`config.mk`:
```
export PLATFORM = sky130hd
export DESIGN_NAME = tpou_top
export DESIGN_NICKNAME = d
export VERILOG_FILES = /design/src/hw/tpou_pkg.sv /design/src/hw/tpou_top.sv
export SDC_FILE = /design/constraint.sdc
export NUM_CORES = 1
export LEC_CHECK = 0
export ABC_CLOCK_PERIOD_IN_PS = 2300
export BUFFER_PORTS_ARGS = -buffer_cell sky130_fd_sc_hd__buf_2
export CORE_ASPECT_RATIO = 1.25
export CORE_UTILIZATION = 25
export CTS_CLUSTER_SIZE = 8
export DETAILED_ROUTE_END_ITERATION = 10
export MAX_ROUTING_LAYER = met4
export SKIP_LAST_GASP = 1
export SLEW_MARGIN = 20
export SYNTH_ARGS = -nofsm -noshare
export SYNTH_HDL_FRONTEND = slang
export SYNTH_SLANG_ARGS = --single-unit
```
`constraint.sdc`:
```
create_clock -name clk_sys -period 2.3 [get_ports clk_sys]
set_input_delay 0.115 -clock clk_sys [delete_from_list [all_inputs] [get_ports clk_sys]]
set_output_delay 0.115 -clock clk_sys [all_outputs]
set_load 0.01 [all_outputs]
```
`src/hw/tpou_pkg.sv`:
```
// Package of the timing pattern output unit: register indices, reset values,
// field positions and the pin carrier type.
// Assumes a Wishbone slave with byte address equal to four times the index.
package tpou_pkg;

  // Register indices; byte address is four times the index
  localparam logic [15:0] TPOU_IDX_OUT_MODE = 16'hFFA0;
  localparam logic [15:0] TPOU_IDX_TRIG_SEL = 16'hFFA1;
  localparam logic [15:0] TPOU_IDX_HI_EN = 16'hFFA2;
  localparam logic [15:0] TPOU_IDX_LO_EN = 16'hFFA3;
  localparam logic [15:0] TPOU_IDX_HI_NEXT = 16'hFFA4;
  localparam logic [15:0] TPOU_IDX_LO_NEXT = 16'hFFA5;
  localparam logic [15:0] TPOU_IDX_HI_NEXT_ALT = 16'hFFA6;
  localparam logic [15:0] TPOU_IDX_LO_NEXT_ALT = 16'hFFA7;
  localparam logic [15:0] TPOU_IDX_LO_DIR = 16'hFFD1;
  localparam logic [15:0] TPOU_IDX_LO_DATA = 16'hFFD3;
  localparam logic [15:0] TPOU_IDX_HI_DIR = 16'hFFD4;
  localparam logic [15:0] TPOU_IDX_HI_DATA = 16'hFFD6;

  // Reset values
  localparam logic [7:0] TPOU_RST_OUT_MODE = 8'hF0;
  localparam logic [7:0] TPOU_RST_TRIG_SEL = 8'hFF;
  localparam logic [7:0] TPOU_RST_ZERO = 8'h00;

  // Nibble masks of the next-pattern addresses
  localparam logic [7:0] TPOU_MASK_ALL = 8'hFF;
  localparam logic [7:0] TPOU_MASK_NONE = 8'h00;
  localparam logic [7:0] TPOU_MASK_UPPER = 8'hF0;
  localparam logic [7:0] TPOU_MASK_LOWER = 8'h0F;

  // Geometry and trigger select field
  localparam int TPOU_GROUPS = 4;
  localparam int TPOU_GROUP_BITS = 4;
  localparam int TPOU_OUTPUTS = 16;
  localparam int TPOU_SEL_W = 2;
  localparam int TPOU_CHANNELS = 4;

  // Pattern pins: level and drive enable per output
  typedef struct packed {
    logic [15:0] level;
    logic [15:0] drive;
  } tpou_pins_s;

endpackage : tpou_pkg

```
`src/hw/tpou_top.sv`:
```
// Timing pattern output unit: sixteen outputs in four groups, reloaded from
// next-pattern registers on a selected timer compare-match pulse.
// Assumes one-cycle compare-match pulses on clk_sys and a classic Wishbone
// master that holds each request until ack.
`timescale 1ns/1ps

module tpou_top #(
  parameter int ADR_W = 18
) (
  input wire logic clk_sys,
  input wire logic rst,
  input wire logic hwStandby,
  input wire logic [3:0] compareMatch,
  input wire logic wbCyc,
  input wire logic wbStb,
  input wire logic wbWe,
  input wire logic [3:0] wbSel,
  input wire logic [ADR_W-1:0] wbAdr,
  input wire logic [31:0] wbDatW,
  output logic [31:0] wbDatR,
  output logic wbAck,
  output tpou_pkg::tpou_pins_s pins
);
  import tpou_pkg::*;

  ////////////////////////////////////////////////////////////////////////////
  // Functions

  // Compare-match pulse chosen by one group's select field
  function automatic logic groupFire(input logic [7:0] sel, input logic [3:0] cm, input int grp);
    logic [1:0] code;
    code = sel[grp*TPOU_SEL_W +: TPOU_SEL_W];
    groupFire = cm[code];
  endfunction : groupFire

  // Bits of a next-pattern address that reach the register
  function automatic logic [7:0] nextMask(input logic shared, input logic primary);
    logic [7:0] m;
    m = TPOU_MASK_NONE;
    if (shared) begin
      m = primary ? TPOU_MASK_ALL : TPOU_MASK_NONE;
    end else begin
      m = primary ? TPOU_MASK_UPPER : TPOU_MASK_LOWER;
    end
    nextMask = m;
  endfunction : nextMask

  // Read view: unmapped bits of the address read as one
  function automatic logic [7:0] nextView(input logic [7:0] value, input logic [7:0] mask);
    nextView = (value & mask) | ~mask;
  endfunction : nextView

  // Two groups of one half share a trigger when their fields match
  function automatic logic pairShared(input logic [7:0] sel, input int pair);
    logic [1:0] lowCode;
    logic [1:0] highCode;
    lowCode = sel[2*pair*TPOU_SEL_W +: TPOU_SEL_W];
    highCode = sel[(2*pair+1)*TPOU_SEL_W +: TPOU_SEL_W];
    pairShared = lowCode == highCode;
  endfunction : pairShared

  ////////////////////////////////////////////////////////////////////////////
  // State

  logic [7:0] outModeReg;
  logic [7:0] trigSelReg;
  logic [7:0] hiEnReg;
  logic [7:0] loEnReg;
  logic [7:0] hiNextReg;
  logic [7:0] loNextReg;
  logic [7:0] loDirReg;
  logic [7:0] hiDirReg;
  logic [7:0] loDataReg;
  logic [7:0] loDataNext;
  logic [7:0] hiDataReg;
  logic [7:0] hiDataNext;
  logic ackReg;
  logic [31:0] rdDataReg;
  logic [7:0] rdByte;

  // Hardware standby initialises the registers like reset; bus ack and read data reset on rst only
  logic init;
  assign init = rst | hwStandby;

  ////////////////////////////////////////////////////////////////////////////
  // Bus decode

  logic [15:0] adrIdx;
  logic busReq;
  logic wrCommit;
  logic [7:0] wrByte;

  assign adrIdx = wbAdr[17:2];
  assign busReq = wbCyc & wbStb;
  // Write lands on the edge at which the master sees ack
  assign wrCommit = busReq & wbWe & ackReg & wbSel[0];
  // Only byte lane 0 carries a register; upper lanes read zero
  assign wrByte = wbDatW[7:0];

  function automatic logic wrHit(input logic [15:0] idx, input logic [15:0] target, input logic go);
    wrHit = go & (idx == target);
  endfunction : wrHit

  // Decoded once here, so each register block tests one strobe, a next-pattern block two
  logic wrOutMode;
  logic wrTrigSel;
  logic wrHiEn;
  logic wrLoEn;
  logic wrHiNext;
  logic wrLoNext;
  logic wrHiNextAlt;
  logic wrLoNextAlt;
  logic wrLoDir;
  logic wrHiDir;
  logic wrLoData;
  logic wrHiData;

  assign wrOutMode = wrHit(adrIdx, TPOU_IDX_OUT_MODE, wrCommit);
  assign wrTrigSel = wrHit(adrIdx, TPOU_IDX_TRIG_SEL, wrCommit);
  assign wrHiEn = wrHit(adrIdx, TPOU_IDX_HI_EN, wrCommit);
  assign wrLoEn = wrHit(adrIdx, TPOU_IDX_LO_EN, wrCommit);
  assign wrHiNext = wrHit(adrIdx, TPOU_IDX_HI_NEXT, wrCommit);
  assign wrLoNext = wrHit(adrIdx, TPOU_IDX_LO_NEXT, wrCommit);
  assign wrHiNextAlt = wrHit(adrIdx, TPOU_IDX_HI_NEXT_ALT, wrCommit);
  assign wrLoNextAlt = wrHit(adrIdx, TPOU_IDX_LO_NEXT_ALT, wrCommit);
  assign wrLoDir = wrHit(adrIdx, TPOU_IDX_LO_DIR, wrCommit);
  assign wrHiDir = wrHit(adrIdx, TPOU_IDX_HI_DIR, wrCommit);
  assign wrLoData = wrHit(adrIdx, TPOU_IDX_LO_DATA, wrCommit);
  assign wrHiData = wrHit(adrIdx, TPOU_IDX_HI_DATA, wrCommit);

  ////////////////////////////////////////////////////////////////////////////
  // Trigger grouping

  logic loShared;
  logic hiShared;
  logic [7:0] loPrimMask;
  logic [7:0] loAltMask;
  logic [7:0] hiPrimMask;
  logic [7:0] hiAltMask;

  // Sharing is judged on the current select fields, so rewriting them
  // moves the nibbles between addresses at once
  assign loShared = pairShared(trigSelReg, 0);
  assign hiShared = pairShared(trigSelReg, 1);
  assign loPrimMask = nextMask(loShared, 1'b1);
  assign loAltMask = nextMask(loShared, 1'b0);
  assign hiPrimMask = nextMask(hiShared, 1'b1);
  assign hiAltMask = nextMask(hiShared, 1'b0);

  // Per-group fire and transfer masks over all sixteen outputs
  logic [TPOU_GROUPS-1:0] fire;
  logic [TPOU_OUTPUTS-1:0] fireBits;
  logic [TPOU_OUTPUTS-1:0] xferMask;

  genvar g;
  generate
    for (g = 0; g < TPOU_GROUPS; g++) begin : gGroup
      assign fire[g] = groupFire(trigSelReg, compareMatch, g);
      assign fireBits[g*TPOU_GROUP_BITS +: TPOU_GROUP_BITS] = {TPOU_GROUP_BITS{fire[g]}};
    end
  endgenerate

  assign xferMask = fireBits & {hiEnReg, loEnReg};

  ////////////////////////////////////////////////////////////////////////////
  // Control registers

  // Output mode is stored only; no non-overlap timing is generated
  always_ff @(posedge clk_sys) begin
    if (init) begin
      outModeReg <= TPOU_RST_OUT_MODE;
    end else if (wrOutMode) begin
      outModeReg <= wrByte;
    end
  end

  always_ff @(posedge clk_sys) begin
    if (init) begin
      trigSelReg <= TPOU_RST_TRIG_SEL;
    end else if (wrTrigSel) begin
      trigSelReg <= wrByte;
    end
  end

  always_ff @(posedge clk_sys) begin
    if (init) begin
      hiEnReg <= TPOU_RST_ZERO;
    end else if (wrHiEn) begin
      hiEnReg <= wrByte;
    end
  end

  always_ff @(posedge clk_sys) begin
    if (init) begin
      loEnReg <= TPOU_RST_ZERO;
    end else if (wrLoEn) begin
      loEnReg <= wrByte;
    end
  end

  ////////////////////////////////////////////////////////////////////////////
  // Next-pattern registers

  // A write in the cycle of a trigger lands after the old value went out
  always_ff @(posedge clk_sys) begin
    if (init) begin
      loNextReg <= TPOU_RST_ZERO;
    end else if (wrLoNext) begin
      loNextReg <= (loNextReg & ~loPrimMask) | (wrByte & loPrimMask);
    end else if (wrLoNextAlt) begin
      loNextReg <= (loNextReg & ~loAltMask) | (wrByte & loAltMask);
    end
  end

  always_ff @(posedge clk_sys) begin
    if (init) begin
      hiNextReg <= TPOU_RST_ZERO;
    end else if (wrHiNext) begin
      hiNextReg <= (hiNextReg & ~hiPrimMask) | (wrByte & hiPrimMask);
    end else if (wrHiNextAlt) begin
      hiNextReg <= (hiNextReg & ~hiAltMask) | (wrByte & hiAltMask);
    end
  end

  ////////////////////////////////////////////////////////////////////////////
  // Direction registers

  // Drive enables only; sensing pins as inputs belongs to the port logic
  always_ff @(posedge clk_sys) begin
    if (init) begin
      loDirReg <= TPOU_RST_ZERO;
    end else if (wrLoDir) begin
      loDirReg <= wrByte;
    end
  end

  always_ff @(posedge clk_sys) begin
    if (init) begin
      hiDirReg <= TPOU_RST_ZERO;
    end else if (wrHiDir) begin
      hiDirReg <= wrByte;
    end
  end

  ////////////////////////////////////////////////////////////////////////////
  // Port data registers

  // Write mask and transfer mask are disjoint, so both may act in one cycle
  always_comb begin
    loDataNext = loDataReg;
    if (wrLoData) begin
      loDataNext = (loDataReg & loEnReg) | (wrByte & ~loEnReg);
    end
    loDataNext = (loDataNext & ~xferMask[7:0]) | (loNextReg & xferMask[7:0]);
  end

  always_comb begin
    hiDataNext = hiDataReg;
    if (wrHiData) begin
      hiDataNext = (hiDataReg & hiEnReg) | (wrByte & ~hiEnReg);
    end
    hiDataNext = (hiDataNext & ~xferMask[15:8]) | (hiNextReg & xferMask[15:8]);
  end

  always_ff @(posedge clk_sys) begin
    if (init) begin
      loDataReg <= TPOU_RST_ZERO;
    end else begin
      loDataReg <= loDataNext;
    end
  end

  always_ff @(posedge clk_sys) begin
    if (init) begin
      hiDataReg <= TPOU_RST_ZERO;
    end else begin
      hiDataReg <= hiDataNext;
    end
  end

  ////////////////////////////////////////////////////////////////////////////
  // Read path

  // Direction registers are write-only and read as zero
  always_comb begin
    rdByte = TPOU_RST_ZERO;
    case (adrIdx)
      TPOU_IDX_OUT_MODE: begin
        rdByte = outModeReg;
      end
      TPOU_IDX_TRIG_SEL: begin
        rdByte = trigSelReg;
      end
      TPOU_IDX_HI_EN: begin
        rdByte = hiEnReg;
      end
      TPOU_IDX_LO_EN: begin
        rdByte = loEnReg;
      end
      TPOU_IDX_HI_NEXT: begin
        rdByte = nextView(hiNextReg, hiPrimMask);
      end
      TPOU_IDX_LO_NEXT: begin
        rdByte = nextView(loNextReg, loPrimMask);
      end
      TPOU_IDX_HI_NEXT_ALT: begin
        rdByte = nextView(hiNextReg, hiAltMask);
      end
      TPOU_IDX_LO_NEXT_ALT: begin
        rdByte = nextView(loNextReg, loAltMask);
      end
      TPOU_IDX_LO_DATA: begin
        rdByte = loDataReg;
      end
      TPOU_IDX_HI_DATA: begin
        rdByte = hiDataReg;
      end
      default: begin
        rdByte = TPOU_RST_ZERO;
      end
    endcase
  end

  // One wait cycle: ack and data appear the cycle after the request
  always_ff @(posedge clk_sys) begin
    if (rst) begin
      ackReg <= 1'b0;
    end else begin
      ackReg <= busReq & ~ackReg;
    end
  end

  always_ff @(posedge clk_sys) begin
    if (rst) begin
      rdDataReg <= 32'h0000_0000;
    end else if (busReq & ~ackReg & ~wbWe) begin
      rdDataReg <= {24'h00_0000, rdByte};
    end
  end

  assign wbAck = ackReg;
  assign wbDatR = rdDataReg;

  ////////////////////////////////////////////////////////////////////////////
  // Pins

  // Drive follows direction bits; software must set them for pattern pins
  assign pins.level = {hiDataReg, loDataReg};
  assign pins.drive = {hiDirReg, loDirReg};

endmodule : tpou_top

```
==> impl_metrics.toml, run 1 <==
[status]
outcome = "complete, no violations"

[synth]
synthXorXnorAreaFrac_pct = 1.59
yosysTopAreaCell = "dfxtp_1"
yosys.area_share.simple_pct = 20.1
avgSynthCellArea_um2 = 8.83
syn_inst = 561
synth_area_mm2 = 0.00496
async_flop_share_pct = 0
synthAdderAreaFrac_pct = 0
ys.warnings.count = 0
synth.area.top_cells = "dfxtp_1 (36%), mux2i_1 (13%), nor2_1 (5.0%)"
synth_mux_area_share_pct = 15.8
ys.flop_type = "dfxtp_1"
synth_edf_count = 0
yosysTopAreaCellShare_pct = 36.0
ys_types = 64
synth-compound-area-share_pct = 17.5
synth_top_family_by_area = "simple AND/OR/NAND/NOR gates"
ys_ff_latch = 89
ys_seq_area_share_pct = 36.0

[global_route]
grt_pass1_wl_mm = 22.8
grt_max_degree = 48
antenna_found_initial = 0
globalRouteOverflowTotal = 0
grt_util_all_layers_pct = 15.4
grt_pass1_vias = 3966

[setup_path]
endpoint_kind = "register"
slowest_stage = "o2111ai_1"
cp.required_ns = 2.51
path_class = "register to register"
crit_fanout = 5
worstPathCellList = "xor2_1, nor3_1, o2111ai_1, mux2i_1, nor2_1"
start_kind = "register"
arrival_ns = 2.20
slowest_delay_ns = 0.55

[drt]
vias = 4306
wire_per_inst_um = 16.6
viasPerCell = 4.81
drtAntennaViolNets = 0
drc_errors = 0
first_pass_iters = 5
drt_wl_total_mm = 14.9
drt_iter0_drc = 280

[sta]
setup_viol = 0
rsz0062_at_grt = "no"
finClkSkew_ns = 0.00805
slew_headroom_pct = 39.5
period_needed_ns = 1.99
max_freq_mhz = 502
tightest_slew_ns = 0.908
finalMaxSlewViolations = 0
tns_ns = 0
fin_ws_ns = 0.308
hold_viol_final = 0
fin_crit_sh_pct = 86.6
whs_ns = 0.0396

[power_and_ir_drop]
leakagePower_nw = 2.43
p_total_mw = 3.14
powerDensity_mw_per_mm2 = 540
max-vdd-ir-drop_uv = 341

[placed_design]
port_buffers = 75
postPlaceCellArea_mm2 = 0.00556
pre_cts_slack_ns = 0.313
place_congestion = 0.873
place_inst = 881
dpl.hpwl_mm = 11.0

[finish]
fillers = 2123
diodes = 0
final_core_util_pct = 30.0
stdcell_count = 896
drive_gt1_share_pct = 20.6
mostFrequentLayoutCell = "dfxtp_1"
final_cell_mix = "dfxtp_1 (89), buf_2 (75), nor2_1 (66), mux2i_1 (66), nand2_1 (41)"
multiInputGateArea_mm2 = 0.00283
finalNetCount = 691
ff_latch_area_mm2 = 0.00178
final_area_mm2 = 0.00582
area_delta_synth_final_pct = 17.4

[cts]
clk_latency_ns = 0.35
post_cts_resized = 0
clkTransAtPathRegs_ns = 0.06
root_buffer = "clkbuf_16"
cts_buffer_depth = 2
hold_buffers = 0
post_cts_buffers = 0
tritoncts.num_buffers = 9
cts_tree = "yes"
cts.sinks = 89
htree_levels = 3

[floorplanning]
die_x_um = 128
die_h_um = 159
core_mm2 = 0.0194
io_pins = 129
std_cell_rows = 57
die_area_mm2 = 0.0204
start_util_pct = 25.5

[job]
drv_cap = 0

[hold_path]
hold_path.class = "input pin to register"
synth_stat cells (2+ instances only):
master     number
a222oi_1        3
o32ai_1         3
and3_1          2
nand4_1         9
nand2b_1        3
nor2b_1         4
a211oi_1        2
or3_1           2
o2111ai_1       3
or2_2           4
o21a_1         16
nand4bb_1       2
o31ai_1         3
inv_1          21
a22o_1          7
o21ai_0        27
nand3b_1        7
nand3_1         7
buf_1           3
nor3_1          5
nor4_4          2
a31oi_1        17
a21oi_1         6
and2_1          5
mux4_2          5
nor3b_1         2
o31a_1         18
dfxtp_1        89
nor4bb_1        3
buf_2           8
a22oi_1         4
nor4b_1         2
clkbuf_1       25
nand2_1        41
buf_4          28
nor2_1         66
a32oi_1         2
xnor2_1         4
mux2i_1        66
xor2_1          5
nor4_1          7
critical path: cells and delay by family (launching register included):
kind | cells | cell delay (ns)
compound gates | 1 | 0.55
flops | 1 | 0.48
xor+xnor | 1 | 0.37
mux | 1 | 0.26
simple gates | 2 | 0.18
final cells by class:
cell class | count | area share, %
multi-input combinational | 409 | 48.6
sequential | 89 | 30.6
timing repair buffer | 97 | 9.29
tap | 265 | 5.70
clock buffer | 13 | 4.13
inverter | 21 | 1.36
clock inverter | 2 | 0.280
power breakdown:
part | internal (mW) | leakage, nW | switching (mW)
Clock | 0.731 | 0.120 | 0.619
Sequential | 1.54 | 0.717 | 0.000733
Combinational | 0.0827 | 1.59 | 0.166
Total | 2.35 | 2.43 | 0.786
path summary, 6_finish.rpt:
check / from / to / slack (ns) / cells past startpoint
hold reg to reg: outModeReg[5] / outModeReg[5] / 0.48 / 2
hold / removal: rst / wbAck / 0.04 / 2
setup / recovery: trigSelReg[6] / register / 0.31 / 5
setup reg to reg: trigSelReg[6] / register / 0.31 / 5
logic make-up after synthesis:
kind of cell	count (synthesis)
simple gates	183
other cells	1
compound gates	121
xor+xnor	9
buf+inv	86
mux	72
flops	89
layer usage:
metal | vias to the layer above | global-route usage, % | part of all wire (%)
met5 | - | - | 0
met4 | 0 | 7.27 | 2.6
met3 | 22 | 2.12 | 5.2
met2 | 149 | 23.8 | 47
met1 | 2027 | 19.6 | 46
li1 | 2108 | - | -
(Power assumes the default switching activity.)
==> inputs of run 2 (changes only) <==
--- a/config.mk
+++ b/config.mk
@@ -5,7 +5,7 @@
 export SDC_FILE = /design/constraint.sdc
 export NUM_CORES = 1
 export LEC_CHECK = 0
-export ABC_CLOCK_PERIOD_IN_PS = 2300
+export ABC_CLOCK_PERIOD_IN_PS = 2600
 export BUFFER_PORTS_ARGS = -buffer_cell sky130_fd_sc_hd__buf_2
 export CORE_ASPECT_RATIO = 1.25
 export CORE_UTILIZATION = 25
==> constraint.sdc (replaced) <==
create_clock -name clk_sys -period 2.6 [get_ports clk_sys]
set_input_delay 0.13 -clock clk_sys [delete_from_list [all_inputs] [get_ports clk_sys]]
set_output_delay 0.13 -clock clk_sys [all_outputs]
set_load 0.01 [all_outputs]
==> run 2 against run 1 <==
  * Critical path depth stayed put
  * Global-route usage up 0.24 points
  * Non-clock buffer count is 5 lower
  * First-iteration DRC count decreased by 12%
  * Sequential cell count stayed put
  * Via count hardly changed
  * Largest power group is now clock
  * Count of clock-buffer cells in the layout is 2 lower
  * Highest routed layer unchanged
==> impl_metrics.toml, run 2 (synthesized netlist as in run 1, its figures left out) <==
[cts]
clkTransAtPathRegs_ns = 0.06
hold_buffers = 0
post_cts_buffers = 0
htree_levels = 3
tritoncts.num_buffers = 9
root_buffer = "clkbuf_16"
cts_buffer_depth = 2
clk_latency_ns = 0.35
cts_tree = "yes"
cts.sinks = 89
post_cts_resized = 0

[sta]
hold_viol_final = 0
finalMaxSlewViolations = 0
tns_ns = 0
setup_viol = 0
max_freq_mhz = 513
fin_crit_sh_pct = 74.9
slew_headroom_pct = 42.1
tightest_slew_ns = 0.865
finClkSkew_ns = 0.00668
period_needed_ns = 1.95
rsz0062_at_grt = "no"

[power_and_ir_drop]
max-vdd-ir-drop_uv = 319
p_sw_uw = 701
seqPwrFrac_pct = 45.4
p_sw_share_pct = 23.3
p_int_mw = 2.30
pwr-share-comb_pct = 7.4
leakagePower_nw = 2.45
powerDensity_mw_per_mm2 = 513
clkPwrFrac_pct = 47.2

[global_route]
antenna_found_initial = 0
grt_pass1_vias = 4003
grt_util_all_layers_pct = 15.6
globalRouteOverflowTotal = 0
grt_max_degree = 69
grt_pass1_wl_mm = 23.3

[setup_path]
slowest_delay_ns = 0.52
endpoint_kind = "register"
start_kind = "register"
path_class = "register to register"
slowest_stage = "o2111ai_1"
cp.required_ns = 2.82
worstPathCellList = "xor2_1, nor3_1, o2111ai_1, mux2i_1, nor2_1"
crit_start = "trigSelReg[4]"
critical_path_buf_inv_count = 0
critPathTopFamily = "compound AO/OA/AOI/OAI gates"
worstReg2RegStart = "trigSelReg[4]"
crit_fanout = 5
arrival_ns = 2.17

[drt]
drt_iter0_drc = 246
first_pass_iters = 5
drc_errors = 0
drt_wl_total_mm = 15.2
viasPerCell = 4.83
wire_per_inst_um = 17.1
vias = 4304
drtAntennaViolNets = 0

[hold_path]
hold_path.class = "input pin to register"
min-delay-start = "rst"

[finish]
mostFrequentLayoutCell = "dfxtp_1"
fillers = 2111
drive_gt1_share_pct = 20.6
area_delta_synth_final_pct = 18.2
diodes = 0
final_core_util_pct = 30.2
finalNetCount = 686
final_cell_mix = "dfxtp_1 (89), buf_2 (75), nor2_1 (66), mux2i_1 (66), nand2_1 (41)"

[status]
outcome = "complete, no violations"

[floorplanning]
io_pins = 129
die_area_mm2 = 0.0204
std_cell_rows = 57
die_x_um = 128
die_h_um = 159
core_mm2 = 0.0194
start_util_pct = 25.5

[placed_design]
port_buffers = 75
place_congestion = 0.926
dpl.hpwl_mm = 11.0

[job]
drv_cap = 0
==> run 2: path summary, 6_finish.rpt <==
check | end | slack [ns] | cells past startpoint
worst max-delay path | register | 0.65 | 5
worst min-delay path | wbAck | 0.06 | 2
worst max register to register | register | 0.65 | 5
worst min register to register | wbDatR[6] | 0.48 | 1
==> run 2: final cells by class <==
class                   count  area (µm²)  share of cell area [%]
multi-input cells         409        2830                    48.3
flip-flops and latches     89        1780                    30.4
clock buffers              11         243                    4.14
clock inverters             5        78.8                    1.35
well taps                 265         332                    5.66
repair buffers             92         515                    8.80
inverters                  21        78.8                    1.35
==> run 2: layer usage <==
| layer | routed length [µm] | vias to the layer above | track usage, % |
|---|---|---|---|
| met1 | 7020 | 2033 | 19.3 |
| met5 | 0 | - | - |
| li1 | - | 2108 | - |
| met3 | 665 | 20 | 2.28 |
| met2 | 7180 | 143 | 25.2 |
| met4 | 388 | 0 | 6.42 |
==> run 2: per-stage QoR <==
stage	hold WS (ns)	std cells	total power, mW	cell area (µm²)	worst slack (ns)
6_report	0.0591	892	3.00	5860	0.651
5_1_grt	0.0736	892	3.13	5860	0.488
4_1_cts	0.0536	892	3.04	5860	0.652
3_5_place_dp	0.422	876	1.62	5540	0.431
3_3_place_gp	0.416	876	1.62	5540	0.423
2_1_floorplan	0.244	584	1.56	5040	0.851
==> run 2: power groups by stage <==
stage	sequential (mW)	clock (mW)	combinational (mW)
finish	1.36	1.42	0.223
global route	1.36	1.52	0.242
CTS	1.36	1.46	0.222
detailed placement	1.40	0	0.221
global placement	1.40	0	0.220
floorplan	1.40	0	0.165
==> inputs of run 3 (changes only) <==
--- a/config.mk
+++ b/config.mk
@@ -5,7 +5,7 @@
 export SDC_FILE = /design/constraint.sdc
 export NUM_CORES = 1
 export LEC_CHECK = 0
-export ABC_CLOCK_PERIOD_IN_PS = 2600
+export ABC_CLOCK_PERIOD_IN_PS = 1900
 export BUFFER_PORTS_ARGS = -buffer_cell sky130_fd_sc_hd__buf_2
 export CORE_ASPECT_RATIO = 1.25
 export CORE_UTILIZATION = 25
==> constraint.sdc (replaced) <==
create_clock -name clk_sys -period 1.9 [get_ports clk_sys]
set_input_delay 0.095 -clock clk_sys [delete_from_list [all_inputs] [get_ports clk_sys]]
set_output_delay 0.095 -clock clk_sys [all_outputs]
set_load 0.01 [all_outputs]
==> run 3 against run 2 <==
  * Clock skew rose by 0.00054 ns
  * Via count increased by 3.9%
  * Largest power group is now registers
  * Count of clock-buffer cells in the layout shrank 2
  * Global-route usage increased by 0.54 points
  * Largest cell class unchanged
  * Clock power is 18% higher
  * Maximum frequency up 7.6%
==> impl_metrics.toml, run 3 (synthesized netlist as in run 1, its figures left out) <==
[finish]
final_cell_mix = "dfxtp_1 (89), buf_2 (75), nor2_1 (66), mux2i_1 (66), buf_4 (44)"
ff_latch_area_mm2 = 0.00178
mostFrequentLayoutCell = "dfxtp_1"
fillers = 2083
area_delta_synth_final_pct = 22.0
diodes = 0
final_area_mm2 = 0.00605
drive_gt1_share_pct = 24.2
multiInputGateArea_mm2 = 0.00284
finalNetCount = 715

[setup_path]
start_kind = "register"
cp.required_ns = 2.14
arrival_ns = 2.05
crit_fanout = 6
endpoint_kind = "register"
path_class = "register to register"

[cts]
clk_latency_ns = 0.35
cts.sinks = 89
post_cts_buffers = 0
hold_buffers = 0
clkTransAtPathRegs_ns = 0.07
tritoncts.num_buffers = 9
htree_levels = 3
cts_buffer_depth = 2
cts_tree = "yes"
root_buffer = "clkbuf_16"

[floorplanning]
io_pins = 129
core_mm2 = 0.0194
die_h_um = 159
start_util_pct = 25.5
die_area_mm2 = 0.0204
std_cell_rows = 57
die_x_um = 128

[sta]
max_freq_mhz = 552
rsz0062_at_grt = "no"
slew_headroom_pct = 62.0
tightest_slew_ns = 0.565
hold_viol_final = 0
finalMaxSlewViolations = 0
tns_ns = 0
period_needed_ns = 1.81
setup_viol = 0
whs_ns = 0.0113
finClkSkew_ns = 0.00722
fin_crit_sh_pct = 95.3

[drt]
vias = 4473
first_pass_iters = 5
wire_per_inst_um = 16.9
drc_errors = 0
drtAntennaViolNets = 0
drt_iter0_drc = 234
viasPerCell = 4.86
drt_wl_total_mm = 15.6

[global_route]
grt_pass1_vias = 4175
grt_util_all_layers_pct = 16.1
grt_max_degree = 21
globalRouteOverflowTotal = 0
antenna_found_initial = 0
grt_pass1_wl_mm = 23.8

[placed_design]
dpl.hpwl_mm = 11.9
port_buffers = 75
place_congestion = 0.926
postPlaceCellArea_mm2 = 0.00577

[status]
outcome = "complete, no violations"

[job]
drv_cap = 0

[power_and_ir_drop]
p_total_mw = 3.87
max-vdd-ir-drop_uv = 370
leakagePower_nw = 2.57
powerDensity_mw_per_mm2 = 640

[hold_path]
hold_path.class = "input pin to register"
## run 3: cell types whose count changed in the layout (fill, tap and decap cells not counted)
| cell | before | now |
|---|---|---|
| buf_4 | 16 | 44 |
| clkinvlp_4 | 0 | 3 |
| bufinv_16 | 2 | 0 |
| buf_12 | 1 | 2 |
| clkbuf_1 | 1 | 0 |
| clkbuf_8 | 1 | 0 |
| clkinv_2 | 2 | 3 |
| clkinv_4 | 1 | 0 |
| inv_6 | 0 | 1 |
| nor4b_2 | 2 | 1 |
| nor4b_4 | 0 | 1 |
## run 3: final cells by class
type | instances | share of cell area (%)
Timing Repair Buffer | 121 | 12.3
Sequential cell | 89 | 29.5
Clock buffer | 9 | 3.73
Tap cell | 265 | 5.48
Inverter | 21 | 1.30
Clock inverter | 7 | 0.766
Multi-Input combinational cell | 409 | 46.9
## run 3: worst max-delay path, cell delays in order, from the launching register on
cell,delay [ns]
dfxtp_1,0.34
nor4bb_1,0.29
buf_4,0.18
nor2_1,0.11
and2_1,0.20
a221o_1,0.26
o32a_1,0.32
## run 3: power breakdown
| part | leakage (nW) | switching [mW] | internal [mW] | total [mW] |
|---|---|---|---|---|
| logic | 1.72 | 0.212 | 0.120 | 0.332 |
| clock network | 0.128 | 0.789 | 0.884 | 1.67 |
| registers | 0.717 | 0.000945 | 1.87 | 1.87 |
| total | 2.57 | 1.00 | 2.87 | 3.87 |
## run 3: timing repair
action | in CTS | in global routing
resized for setup | 0 | 1
setup endpoints to repair | 0 | 1
endpoints found under the hold margin | 0 | 0
## run 3: worst paths after layout
kind | slack [ns] | endpoint | cells after the start | from
max | 0.09 | wbDatR[0] | 6 | wbAck
min | 0.01 | wbAck | 2 | rst
max reg2reg | 0.09 | wbDatR[0] | 6 | wbAck
min reg2reg | 0.49 | wbDatR[6] | 1 | wbDatR[6]
## run 3: metrics by stage
stage | cells | setup WS, ns | util (%)
detailed placement | 905 | 0.0231 | 29.7
finish | 921 | 0.0884 | 31.2
CTS | 921 | 0.0826 | 31.1
floorplan | 584 | 0.151 | -
global route | 921 | 0.0172 | 31.2
global placement | 905 | 0.00390 | 29.7
## run 3: routing by layer
metal  part of all wire, %  global-route usage [%]  routed length [µm]  vias to the layer above
met2                    46                    25.0                7180                      171
li1                      -                       -                   -                     2173
met1                    43                    19.2                6680                     2092
met3                   6.4                    3.36                 999                       37
met5                     0                       -                   0                        -
met4                   4.7                    9.25                 735                        0
